===== config.mk =====
export PLATFORM = sky130hd
export DESIGN_NAME = vectored_interrupt_control
export DESIGN_NICKNAME = d
export VERILOG_FILES = /design/src/shared/vic_pkg.sv /design/src/verilog/vectored_interrupt_control.sv /design/src/verilog/vic_reg8.sv
export SDC_FILE = /design/constraint.sdc
export NUM_CORES = 1
export LEC_CHECK = 0
export BUFFER_PORTS_ARGS = -buffer_cell sky130_fd_sc_hd__buf_2
export CAP_MARGIN = 20
export CORE_ASPECT_RATIO = 0.75
export CORE_MARGIN = 2
export CORE_UTILIZATION = 48
export DETAILED_ROUTE_END_ITERATION = 10
export HOLD_SLACK_MARGIN = 0.02
export PLACE_DENSITY = 0.72
export RECOVER_POWER = 100
export SYNTH_ARGS = -nofsm -noshare
export SYNTH_HDL_FRONTEND = slang
export SYNTH_HIERARCHICAL = 1
export SYNTH_SLANG_ARGS = --single-unit
export TNS_END_PERCENT = 30

===== constraint.sdc =====
create_clock -name sys_clk -period 1.3 [get_ports sys_clk]
set_input_delay 0.065 -clock sys_clk [delete_from_list [all_inputs] [get_ports sys_clk]]
set_output_delay 0.065 -clock sys_clk [all_outputs]
set_load 0.01 [all_outputs]

===== src/shared/vic_pkg.sv =====
// Constants for the vectored interrupt controller
package vic_pkg;
  localparam int          NUM_SOURCES       = 6;
  localparam logic [7:0]  REQ_FLAGS_ADDR    = 8'hfa;
  localparam logic [7:0]  ENABLE_MASK_ADDR  = 8'hfb;
  localparam logic [7:0]  REQ_FLAGS_RESET   = 8'h00;
  localparam logic [7:0]  ENABLE_MASK_RESET = 8'h00;
  localparam int          GLOBAL_EN_BIT     = 7;
  localparam int          RESERVED_MASK_BIT = 6;
  localparam logic [7:0]  REQ_VALID_BITS    = 8'h3f;
  localparam logic [7:0]  MASK_VALID_BITS   = 8'hbf;
  localparam logic [2:0]  NO_SOURCE         = 3'h7;

  typedef enum logic [2:0] {
    ST_IDLE    = 3'b001,
    ST_VECTOR  = 3'b010,
    ST_SERVICE = 3'b100
  } vic_state_t;
endpackage


===== src/verilog/vectored_interrupt_control.sv =====
// Request and mask registers, priority resolution and vectoring for six sources
`timescale 1ns/10ps
// Contract
// - Mask register: bit 7 global enable, bit 6 reserved zero, bits 5..0 per source.
// - Request register records pending requests; a source request sets its bit.
// - Request bits 0..5 map to sources zero..five; bits 7,6 stay zero.
// - Reset clears mask and request registers to zero.
// - Software-set request bits are masked and serviced like hardware requests.
// - Request register readable and writable by software at any time.
// - Software write in same cycle as hardware set wins; hardware request lost.
// - Vector only if global enable, source enabled, no higher enabled request.
// - Higher priority may preempt once routine re-enables; software saves, restores mask.
module vectored_interrupt_control #(
  parameter int NUM_SOURCES = vic_pkg::NUM_SOURCES
) (
  input  wire logic                   sys_clk,
  input  wire logic                   nrst,
  input  wire logic [NUM_SOURCES-1:0] source_req,
  input  wire logic                   reg_wr,
  input  wire logic                   reg_rd,
  input  wire logic [7:0]             reg_addr,
  input  wire logic [7:0]             reg_wdata,
  input  wire logic                   global_enable_instruction,
  input  wire logic                   global_disable_instruction,
  input  wire logic                   return_from_service,
  input  wire logic                   vector_ack,
  output logic      [7:0]             reg_rdata_q,
  output logic                        vector_req_q,
  output logic      [2:0]             vector_id_q,
  output logic                        in_service_q
);
  vic_pkg::vic_state_t state_q;
  vic_pkg::vic_state_t state_d;

  logic [7:0] pending_request_flags;
  logic [7:0] request_enable_mask;
  logic [7:0] req_d;
  logic [7:0] mask_d;
  logic       req_load;
  logic       mask_load;
  logic       wr_req;
  logic       wr_mask;
  logic [NUM_SOURCES-1:0] enabled;
  logic [2:0] winner;
  logic       take;

  // Lowest index wins among enabled pending requests
  function automatic logic [2:0] pick_first(input logic [NUM_SOURCES-1:0] v);
    logic [2:0] r;
    r = vic_pkg::NO_SOURCE;
    for (int i = NUM_SOURCES - 1; i >= 0; i--) begin
      if (v[i]) begin
        r = 3'(i);
      end
    end
    return r;
  endfunction

  function automatic logic addr_hit(input logic [7:0] a, input logic [7:0] target);
    return a == target;
  endfunction

  assign wr_req  = reg_wr && addr_hit(reg_addr, vic_pkg::REQ_FLAGS_ADDR);
  assign wr_mask = reg_wr && addr_hit(reg_addr, vic_pkg::ENABLE_MASK_ADDR);

  // gate by global enable and per-source mask; software bits gated alike
  assign enabled = (request_enable_mask[vic_pkg::GLOBAL_EN_BIT] && state_q == vic_pkg::ST_IDLE)
                   ? (pending_request_flags[NUM_SOURCES-1:0] & request_enable_mask[NUM_SOURCES-1:0])
                   : '0;
  assign winner  = pick_first(enabled);
  assign take    = (winner != vic_pkg::NO_SOURCE);

  always_comb begin
    req_d    = pending_request_flags;
    req_load = 1'b1;
    if (wr_req) begin
      // Write wins outright; a same-cycle hardware set is dropped
      req_d = reg_wdata & vic_pkg::REQ_VALID_BITS;
    end else begin
      req_d[NUM_SOURCES-1:0] = pending_request_flags[NUM_SOURCES-1:0] | source_req;
      if (vector_req_q && vector_ack) begin
        req_d[vector_id_q] = 1'b0;
      end
      req_d = req_d & vic_pkg::REQ_VALID_BITS;
    end
  end

  always_comb begin
    mask_d    = request_enable_mask;
    mask_load = 1'b1;
    if (wr_mask) begin
      mask_d = reg_wdata & vic_pkg::MASK_VALID_BITS;
    end
    if (global_enable_instruction) begin
      mask_d[vic_pkg::GLOBAL_EN_BIT] = 1'b1;
    end
    if (global_disable_instruction) begin
      mask_d[vic_pkg::GLOBAL_EN_BIT] = 1'b0;
    end
    if (take) begin
      mask_d[vic_pkg::GLOBAL_EN_BIT] = 1'b0;
    end else if (return_from_service && in_service_q) begin
      mask_d[vic_pkg::GLOBAL_EN_BIT] = 1'b1;
    end
  end

  vic_reg8 #(
    .RESET_VALUE (vic_pkg::REQ_FLAGS_RESET)
  ) u_req (
    .sys_clk   (sys_clk),
    .nrst      (nrst),
    .load      (req_load),
    .load_data (req_d),
    .value_q   (pending_request_flags)
  );

  vic_reg8 #(
    .RESET_VALUE (vic_pkg::ENABLE_MASK_RESET)
  ) u_mask (
    .sys_clk   (sys_clk),
    .nrst      (nrst),
    .load      (mask_load),
    .load_data (mask_d),
    .value_q   (request_enable_mask)
  );

  always_comb begin
    case (state_q)
      vic_pkg::ST_IDLE:    state_d = take ? vic_pkg::ST_VECTOR : vic_pkg::ST_IDLE;
      vic_pkg::ST_VECTOR:  state_d = vector_ack ? vic_pkg::ST_SERVICE : vic_pkg::ST_VECTOR;
      vic_pkg::ST_SERVICE: state_d = vic_pkg::ST_IDLE;
      default:             state_d = vic_pkg::ST_IDLE;
    endcase
  end

  always_ff @(posedge sys_clk) begin
    if (!nrst) begin
      state_q <= vic_pkg::ST_IDLE;
    end else begin
      state_q <= state_d;
    end
  end

  always_ff @(posedge sys_clk) begin
    if (!nrst) begin
      vector_req_q <= 1'b0;
      vector_id_q  <= vic_pkg::NO_SOURCE;
    end else if (take) begin
      vector_req_q <= 1'b1;
      vector_id_q  <= winner;
    end else if (vector_ack) begin
      vector_req_q <= 1'b0;
    end
  end

  // Depth counter of nested routines; preemption needs re-enable inside one
  logic [2:0] depth_q;
  always_ff @(posedge sys_clk) begin
    if (!nrst) begin
      depth_q      <= 3'h0;
      in_service_q <= 1'b0;
    end else begin
      if (vector_req_q && vector_ack && !(return_from_service && in_service_q)) begin
        depth_q      <= depth_q + 3'h1;
        in_service_q <= 1'b1;
      end else if (return_from_service && in_service_q
                   && !(vector_req_q && vector_ack)) begin
        depth_q      <= depth_q - 3'h1;
        in_service_q <= (depth_q != 3'h1);
      end
    end
  end

  always_ff @(posedge sys_clk) begin
    if (!nrst) begin
      reg_rdata_q <= 8'h00;
    end else if (reg_rd) begin
      if (addr_hit(reg_addr, vic_pkg::REQ_FLAGS_ADDR)) begin
        reg_rdata_q <= pending_request_flags;
      end else if (addr_hit(reg_addr, vic_pkg::ENABLE_MASK_ADDR)) begin
        reg_rdata_q <= request_enable_mask;
      end else begin
        reg_rdata_q <= 8'h00;
      end
    end
  end
endmodule // vectored_interrupt_control


===== src/verilog/vic_reg8.sv =====
// Eight-bit register cell with reset value and write enable, stored value driven straight out on value_q
`timescale 1ns/10ps
module vic_reg8 #(
  parameter logic [7:0] RESET_VALUE = 8'h00
) (
  input  wire logic       sys_clk,
  input  wire logic       nrst,
  input  wire logic       load,
  input  wire logic [7:0] load_data,
  output logic      [7:0] value_q
);
  always_ff @(posedge sys_clk) begin
    if (!nrst) begin
      value_q <= RESET_VALUE;
    end else if (load) begin
      value_q <= load_data;
    end
  end
endmodule // vic_reg8

==> results of run 1 <==
-- registers in the layout (all words and copies together) (netlist names) --
signal	cells
depth_q	3
in_service_q	1
reg_rdata_q	8
state_q	3
u_mask/value_q	8
u_req/value_q	8
vector_id_q	3
vector_req_q	1
-- cell type report --
cell class                 instances  area (sq um)
fill                             335          1210
clock buffer                       8           100
inverter                          12          45.0
timing repair buffer              70           424
multi-input combinational        149          1190
sequential                        35           704
tap                               52          65.1
-- through the flow --
stage	setup TNS [ns]	worst slack [ns]	power, mW	utilization, %
after detailed placement	-0.118	-0.0392	1.35	63.5
after floorplan	-0.00542	-0.00542	1.25	-
after CTS	-0.0396	-0.0396	2.19	66.5
after global routing	-0.370	-0.113	2.28	67.7
after global placement	-0.0283	-0.0283	1.35	63.5
final	-0.0570	-0.0570	2.20	67.7
-- worst max-delay path, stage by stage, from the launching register on --
cell and delay, ns:
sky130_fd_sc_hd__dfxtp_2 0.32, sky130_fd_sc_hd__and3b_2 0.24, sky130_fd_sc_hd__nand2_2 0.07, sky130_fd_sc_hd__o22a_1 0.18
sky130_fd_sc_hd__mux2_4 0.27, sky130_fd_sc_hd__mux2i_1 0.13, sky130_fd_sc_hd__nor2b_1 0.06
-- layout by cell type, fill, tap and decap left out, drive strengths merged, types with 2 or more instances in the layout --
cell,instances
and2,13
nand2b,2
dfxtp,35
a31oi,2
nand2,12
nor3b,2
clkbuf,17
ha,4
mux2,7
mux2i,26
o22ai,12
o21ai,13
nor2b,19
nor2,3
buf,61
inv,12
a21oi,6
a22oi,3
and3b,2
o21a,2
conb,4
-- kinds of logic (layout without fill, tap and decap cells) --
kind of cell | count (synthesis) | in the layout | share of synthesized area [%]
and+or+nand+nor | 63 | 63 | 21.8
AOI/OAI and AO/OA | 43 | 43 | 14.2
DFF | 35 | 35 | 36.9
muxes | 33 | 33 | 17.9
buffers and inverters | 19 | 90 | 5.21
adders and majority gates | 4 | 4 | 2.64
other | 2 | 4 | 0.396
xor gates and xnor gates | 2 | 2 | 0.924
-- layer usage --
metal	global-route usage, %	vias to the layer above	part of all wire, %
met5	0	-	0
met4	5.45	0	1.1
met3	5.21	7	6.3
met2	31.1	41	41
met1	29.8	728	51
li1	-	848	-
-- path summary, 6_finish.rpt --
kind,start,endpoint,slack [ns],cells past startpoint
max,vector_id_q[2],u_req/value_q[3],-0.06,6
min,vector_ack,state_q[2],0.08,2
max reg2reg,vector_id_q[2],u_req/value_q[3],-0.06,6
min reg2reg,depth_q[2],depth_q[2],0.54,2
-- power by group --
group	internal [mW]	switching (mW)
Clock	0.483	0.376
Sequential	1.09	0.0128
Combinational	0.125	0.112
Total	1.70	0.501
-- timing repair --
action	CTS	global route
endpoints found under the setup margin	3	9
setup buffers	0	0
pin swaps	3	2
gates resized for setup	3	15
==> results by group, run 1 <==
Logic synthesis
  • Share of flip-flops with an asynchronous set or reset after synthesis: 0%
  • Share of the synthesized area in the top cell type: 36.9%
  • Number of synthesized register bits: 35
  • Sequential-to-total area share from yosys stat: 36.9%
  • Count of yosys warnings during synthesis: 6
  • Most common flop cell mapped by yosys: sky130_fd_sc_hd__dfxtp_1
  • Number of distinct standard cells referenced by the synthesized netlist: 42
  • Count of flip-flops with a built-in enable after synthesis: 0
  • Cell type with the highest aggregate area in the netlist: sky130_fd_sc_hd__dfxtp_1
  • Synthesized instance count: 201
  • Dominant cell by count in the synthesized netlist: sky130_fd_sc_hd__dfxtp_1
  • Commonest cells in the synthesized netlist: sky130_fd_sc_hd__dfxtp_1, sky130_fd_sc_hd__mux2i_1, sky130_fd_sc_hd__nor2b_1, sky130_fd_sc_hd__and2_1, sky130_fd_sc_hd__o21ai_0
  • Largest cells by area after synthesis: sky130_fd_sc_hd__dfxtp_1, sky130_fd_sc_hd__mux2i_1, sky130_fd_sc_hd__nor2b_1, sky130_fd_sc_hd__and2_1, sky130_fd_sc_hd__mux2_2
  • Mean area per synthesized cell: 9.44 sq um
  • Cell area after synthesis: 1900 sq um

GRT
  • All-Layer GR Usage: 20.7%
  • Wire length of the first global-routing pass: 7170 um
  • Number of antenna violations at the first check in global routing: 0
  • Largest net degree at the start of global routing: 22
  • Via count of the first global-routing pass: 1482
  • GRT overflow: 0

Floorplan
  • Standard cell core area: 3730 sq um
  • Die Y-Extent: 58.4 um
  • I/O pins: 43
  • Floorplan die area: 4480 sq um
  • Num rows: 19
  • Starting density of the core: 50.8%
  • Die extent in x: 76.6 um

Worst setup path
  • Maximum fanout count along the critical path: 2
  • Worst Path Required: 1.48 ns
  • CP Class: register to register
  • Critical path capture point type: register
  • Startpoint Class: register
  • Arrival time worst endpoint: 1.53 ns

Timing
  • Part of the cycle the worst path needs: 104%
  • Number of setup violations in the final report: 1
  • Final critical delay including setup and external delays: 1.36 ns
  • Clock skew after layout: 0.00221 ns
  • Final worst hold slack: 0.0801 ns
  • Hold Vio Cnt, Final: 0
  • Pins over their slew limit: 0
  • Setup slack of the critical path after layout: -0.0570 ns
  • Unrepaired setup endpoints after global routing: yes
  • Highest clock rate: 737 MHz

Clocking
  • Source-to-sink clock delay at the later pin of the worst-skew pair: 0.28 ns
  • TritonCTS clock tree: built
  • Clock H-tree levels: 2
  • Clock transition at the registers of the reported paths: 0.07 ns
  • CTS root buf: sky130_fd_sc_hd__clkbuf_8
  • Total clock buffers created by CTS: 5
  • Cts-stage hold buffer count: 0
  • Clock buffer depth: 2
  • Clock tree sinks: 35

Detailed routing
  • Via density per instance: 4.98
  • WL per Instance: 13.5 um
  • Overall routed net length: 4410 um
  • DR iter-0 viols: 52
  • Total DRC errors in the routed layout: 0
  • Count of antenna-violating nets left after detailed routing: 0
  • Via count of the routed design: 1624
  • Detailed Routing Iterations Pass 1: 4

Pwr
  • Largest vdd supply drop: 0.621 mV
  • Standby leakage power: 1.09 nW
  • Total power per unit cell area: 871 nW/um^2

Placement
  • Detailed placement HPWL: 3360 um
  • Placed instance count: 318
  • PortBufs: 41
  • Instance area after placement: 2370 sq um
  • Placer congestion estimate: 0.935

Outcome
  • Run status: finished, violations left
  • Violated checks: negative setup slack

Job
  • Number of max-cap violations: 0

Cells and area
  • Count of placed standard cells in the final layout, fillers left out: 326
  • P&R area growth vs syn: 33.2%
  • Nets: 307
  • Diodes inserted: 0
  • Post-route cell area: 2530 sq um
  • Fraction of layout instances using a drive strength above 1: 35.8%

Worst hold path
  • Hold WC Path Type: input pin to register
Power figures use the tool's default switching activity.
==> run 2, diff against run 1 <==
PLACE_DENSITY = 0.81   (was 0.72)
==> results by group, run 2 (synthesized netlist as in run 1, its figures left out) <==
Cells and area
  • Fraction of layout instances using a drive strength above 1: 34.2% (-1.6 points)
  • Top flop regs: reg_rdata_q x8, u_mask/value_q x8, u_req/value_q x8
  • Total of fill cells in the finished design: 331 (-1.2%)
  • Commonest non-fill, non-tap cell in the layout: sky130_fd_sc_hd__buf_2
  • Nets: 303 (-1.3%)
  • Diodes inserted: 0 (unchanged)
  • P&R area growth vs syn: 28.0%
  • Most frequent cells in the layout: sky130_fd_sc_hd__buf_2, sky130_fd_sc_hd__dfxtp_1, sky130_fd_sc_hd__mux2i_1

Floorplan
  • Starting density of the core: 50.8% (unchanged)
  • Die Y-Extent: 58.4 um (unchanged)
  • Die extent in x: 76.6 um (unchanged)
  • Standard cell core area: 3730 sq um (unchanged)
  • Num rows: 19 (unchanged)
  • I/O pins: 43 (unchanged)
  • Floorplan die area: 4480 sq um (unchanged)

Outcome
  • Violated checks: negative setup slack
  • Run status: finished, violations left

Placement
  • Placer congestion estimate: 0.885 (-5.4%)
  • Detailed placement HPWL: 3450 um (+2.9%)
  • PortBufs: 41 (unchanged)

Timing
  • Final total negative setup slack: -0.161 ns (-0.104 ns)
  • Final worst hold slack: 0.0672 ns (-0.0130 ns)
  • Highest clock rate: 723 MHz (-1.9%)
  • Setup slack of the critical path after layout: -0.0834 ns (-0.0264 ns)
  • Hold Vio Cnt, Final: 0 (unchanged)
  • Clock skew after layout: 0.00774 ns (+0.00553 ns)
  • Part of the cycle the worst path needs: 106% (+2.0 points)
  • Unrepaired setup endpoints after global routing: yes
  • Number of setup violations in the final report: 4 (+3)
  • Pins over their slew limit: 0 (unchanged)
  • Final critical delay including setup and external delays: 1.38 ns (+0.0264 ns)

GRT
  • Largest net degree at the start of global routing: 24 (+9.1%)
  • GRT overflow: 0 (unchanged)
  • Number of antenna violations at the first check in global routing: 0 (unchanged)
  • Wire length of the first global-routing pass: 7770 um (+8.4%)
  • All-Layer GR Usage: 22.3% (+1.6 points)
  • Via count of the first global-routing pass: 1586 (+7.0%)

Clocking
  • CTS root buf: sky130_fd_sc_hd__clkbuf_8
  • Clock buffer depth: 2 (unchanged)
  • Source-to-sink clock delay at the later pin of the worst-skew pair: 0.28 ns (about the same)
  • TritonCTS clock tree: built
  • Clock H-tree levels: 2 (unchanged)
  • Clock transition at the registers of the reported paths: 0.07 ns (about the same)
  • Total clock buffers created by CTS: 5 (unchanged)
  • Clock tree sinks: 35 (unchanged)

Worst setup path
  • Worst Reg-to-Reg Cells: 6 (unchanged)
  • CP Class: register to register
  • Worst Path Required: 1.48 ns (about the same)
  • Startpoint Class: register
  • Slack of the worst reg-to-reg path: -0.08 ns (-0.03 ns)
  • Arrival time worst endpoint: 1.56 ns (+0.03 ns)
  • FF-to-FF Start: vector_id_q[2]
  • Critical path launch point: vector_id_q[2]
  • Maximum fanout count along the critical path: 2 (unchanged)
  • End point of the critical path: u_req/value_q[3]
  • Reg-to-reg critical path endpoint: u_req/value_q[3]
  • Critical path capture point type: register

Pwr
  • Total power per unit cell area: 878 nW/um^2 (+0.77%)
  • Overall power consumption: 2.13 mW (-3.2%)
  • Standby leakage power: 1.06 nW (-2.9%)
  • Largest vdd supply drop: 0.575 mV (-7.6%)

Detailed routing
  • Overall routed net length: 4680 um (+6.1%)
  • Total DRC errors in the routed layout: 0 (unchanged)
  • WL per Instance: 14.6 um (+7.7%)
  • Via count of the routed design: 1684 (+3.7%)
  • Count of antenna-violating nets left after detailed routing: 0 (unchanged)
  • Via density per instance: 5.25 (+5.3%)
  • DR iter-0 viols: 107 (+110%)
  • Detailed Routing Iterations Pass 1: 4 (unchanged)

Job
  • Number of max-cap violations: 0 (unchanged)

Worst hold path
  • Hold WC Path Type: input pin to register
[run 2: cell count changes in the layout (fill, tap and decap cells not counted), sizes merged]
cell,before,now
buf,61,58
clkbuf,17,14
clkinv,0,1
[run 2: stage by stage]
stage / cell area [sq um] / cells / util (%) / setup slack (ns)
final: 2430 / 321 / 65.0 / -0.0834
after floorplan: 1920 / 203 / - / -0.00542
after CTS: 2430 / 321 / 65.1 / -0.0986
after global placement: 2330 / 314 / 62.4 / -0.0359
after global routing: 2430 / 321 / 65.0 / -0.130
after detailed placement: 2330 / 314 / 62.4 / -0.0853
[run 2: layout make-up]
type | instances | area (sq um) | area share, %
clock buffer | 6 | 82.6 | 3.40
clock inverter | 1 | 5.00 | 0.206
inverter | 12 | 45.0 | 1.86
multi-input combinational | 149 | 1140 | 47.0
sequential | 35 | 707 | 29.1
tap | 52 | 65.1 | 2.68
timing repair buffer | 66 | 383 | 15.8
[run 2: worst max-delay path: stages (launching register included)]
cell	delay, ns
sky130_fd_sc_hd__dfxtp_2	0.32
sky130_fd_sc_hd__and3b_2	0.26
sky130_fd_sc_hd__nand2_2	0.07
sky130_fd_sc_hd__o22a_1	0.18
sky130_fd_sc_hd__mux2_2	0.26
sky130_fd_sc_hd__mux2i_1	0.14
sky130_fd_sc_hd__nor2b_1	0.06
[run 2: routing by layer]
metal  share of wire (%)  vias to the layer above  routed length, um  global-route usage [%]
met2                  43                       54               2010                    35.0
met1                  50                      790               2340                    31.5
met4                 1.1                        0                 51                    6.23
met5                   0                        -                  0                       0
li1                    -                      834                  -                       -
met3                 5.8                        6                272                    4.75
[run 2: what timing repair did]
item                                    CTS  global route
gates cloned                              0             0
hold buffers                              0             0
endpoints found under the setup margin    5             9
pin swaps                                 2             1
gates resized for setup                   5            10
buffers inserted                          0             0
[run 2: how the worst min path moves through the flow]
| stage | startpoint | endpoint | cells after the start | slack [ns] |
|---|---|---|---|---|
| floorplan | nrst | u_mask/value_q[6] | 1 | 0.19 |
| global placement | vector_ack | state_q[2] | 2 | 0.35 |
| detailed placement | vector_ack | state_q[2] | 2 | 0.36 |
| CTS | vector_ack | state_q[2] | 2 | 0.06 |
| global route | vector_ack | state_q[2] | 2 | 0.08 |
| finish | vector_ack | state_q[2] | 2 | 0.07 |
[run 2: where the power goes]
group / leakage, nW / internal (mW) / switching [mW]
clock: 0.0470 / 0.416 / 0.383
combinational: 0.726 / 0.117 / 0.113
sequential: 0.285 / 1.09 / 0.0135
total: 1.06 / 1.62 / 0.509
==> run 3, diff against run 2 <==
CTS_BUF_LIST = sky130_fd_sc_hd__clkbuf_16   (was not set)
==> results by group, run 3 (synthesized netlist as in run 1, its figures left out) <==
Detailed routing
  • Count of antenna-violating nets left after detailed routing: 0 (unchanged)
  • Total DRC errors in the routed layout: 0 (unchanged)
  • Overall routed net length: 4640 um (-0.83%)
  • WL per Instance: 14.5 um (-0.83%)
  • Detailed Routing Iterations Pass 1: 4 (unchanged)
  • DR iter-0 viols: 80 (-25%)
  • Via density per instance: 5.30 (+1.0%)
  • Via count of the routed design: 1701 (+1.0%)

Cells and area
  • Diodes inserted: 0 (unchanged)
  • Layout Utilization: 65.4% (+0.37 points)
  • P&R area growth vs syn: 28.7%
  • Most frequent cells in the layout: sky130_fd_sc_hd__dfxtp_1, sky130_fd_sc_hd__buf_2, sky130_fd_sc_hd__mux2i_1
  • Fraction of layout instances using a drive strength above 1: 30.5% (-3.7 points)
  • Top flop regs: reg_rdata_q x8, u_mask/value_q x8, u_req/value_q x8
  • Nets: 303 (unchanged)

Pwr
  • Total power per unit cell area: 1000 nW/um^2 (+14%)
  • Largest vdd supply drop: 0.552 mV (-3.9%)
  • Standby leakage power: 1.05 nW (-0.58%)

Worst setup path
  • Startpoint Class: register
  • Worst Path Required: 1.47 ns (about the same)
  • Critical path capture point type: register
  • Slack of the worst reg-to-reg path: -0.09 ns (about the same)
  • CP Class: register to register
  • Maximum fanout count along the critical path: 2 (unchanged)
  • Arrival time worst endpoint: 1.56 ns (about the same)

Timing
  • Setup slack of the critical path after layout: -0.0892 ns (-0.00583 ns)
  • Final worst hold slack: 0.0747 ns (+0.00754 ns)
  • Unrepaired setup endpoints after global routing: yes
  • Clock skew after layout: 0.00418 ns (-0.00356 ns)
  • Pins over their slew limit: 0 (unchanged)
  • Highest clock rate: 720 MHz (-0.42%)
  • Final critical delay including setup and external delays: 1.39 ns (+0.00583 ns)
  • Number of setup violations in the final report: 5 (+1)
  • Part of the cycle the worst path needs: 107% (+0.45 points)
  • Hold Vio Cnt, Final: 0 (unchanged)

Job
  • Number of max-cap violations: 0 (unchanged)

Clocking
  • Source-to-sink clock delay at the later pin of the worst-skew pair: 0.28 ns (about the same)
  • Clock buffer depth: 2 (unchanged)
  • Clock H-tree levels: 2 (unchanged)
  • Clock tree sinks: 35 (unchanged)
  • Clock transition at the registers of the reported paths: 0.05 ns (-0.02 ns)
  • Cts-stage hold buffer count: 0 (unchanged)
  • TritonCTS clock tree: built
  • CTS root buf: sky130_fd_sc_hd__clkbuf_16
  • Total clock buffers created by CTS: 5 (unchanged)
  • Number of setup buffers added after CTS: 0 (unchanged)

Placement
  • Placer congestion estimate: 0.885 (unchanged)
  • Setup Slack @ Placement: -0.0853 ns (unchanged)
  • PortBufs: 41 (unchanged)
  • Detailed placement HPWL: 3450 um (unchanged)

Floorplan
  • Num rows: 19 (unchanged)
  • Floorplan die area: 4480 sq um (unchanged)
  • Die Y-Extent: 58.4 um (unchanged)
  • Starting density of the core: 50.8% (unchanged)
  • I/O pins: 43 (unchanged)
  • Die extent in x: 76.6 um (unchanged)
  • Standard cell core area: 3730 sq um (unchanged)

Outcome
  • Violated checks: negative setup slack
  • Run status: finished, violations left

GRT
  • Wire length of the first global-routing pass: 7710 um (-0.71%)
  • GRT overflow: 0 (unchanged)
  • All-Layer GR Usage: 22.5% (+0.14 points)
  • Number of antenna violations at the first check in global routing: 0 (unchanged)
  • Largest net degree at the start of global routing: 24 (unchanged)
  • Via count of the first global-routing pass: 1601 (+0.95%)

Worst hold path
  • Hold WC Path Type: input pin to register
==> run 3: per-layer routing <==
layer	global-route usage (%)	vias up	part of all wire, %
met4	9.35	0	2.1
met1	31.2	782	48
met2	34.4	71	43
met3	4.75	11	6.9
li1	-	837	-
met5	0	-	0
==> run 3: per-stage QoR <==
stage               power [mW]  area (sq um)  cells   TNS, ns
CTS                       2.46          2480    321   -0.0744
detailed placement        1.35          2330    314    -0.224
global route              2.53          2440    321    -0.716
global placement          1.34          2330    314   -0.0359
finish                    2.45          2440    321    -0.155
floorplan                 1.25          1920    203  -0.00542
==> run 3: critical path, stage by stage (launching register included) <==
cell and delay (ns):
sky130_fd_sc_hd__dfxtp_2 0.31, sky130_fd_sc_hd__and3b_1 0.25, sky130_fd_sc_hd__nand2_1 0.09, sky130_fd_sc_hd__o22a_1 0.18, sky130_fd_sc_hd__mux2_2 0.26, sky130_fd_sc_hd__mux2i_1 0.14
sky130_fd_sc_hd__nor2b_1 0.06
==> run 3: power breakdown <==
part           switching, mW  internal, mW  leakage (nW)  total, mW
combinational          0.110         0.116         0.700      0.226
sequential            0.0131          1.09         0.284       1.11
clock                  0.428         0.688        0.0671       1.12
total                  0.551          1.90          1.05       2.45
==> run 3: path summary, 6_finish.rpt <==
kind                   from                to  cells after the start
max          vector_id_q[2]  u_req/value_q[3]                      6
min              vector_ack        state_q[2]                      2
max reg2reg  vector_id_q[2]  u_req/value_q[3]                      6
min reg2reg      depth_q[2]      in_service_q                      2
==> run 3: what timing repair did <==
action	CTS	global route
pin swaps	2	2
gates resized for setup	5	7
setup endpoints to repair	4	8
==> run 3: final cells by class <==
cell class	instances	area [sq um]
sequential	35	704
timing repair buffer	66	363
clock buffer	5	125
clock inverter	2	8.76
inverter	12	45.0
multi-input combinational	149	1130
tap	52	65.1
fill	324	1290
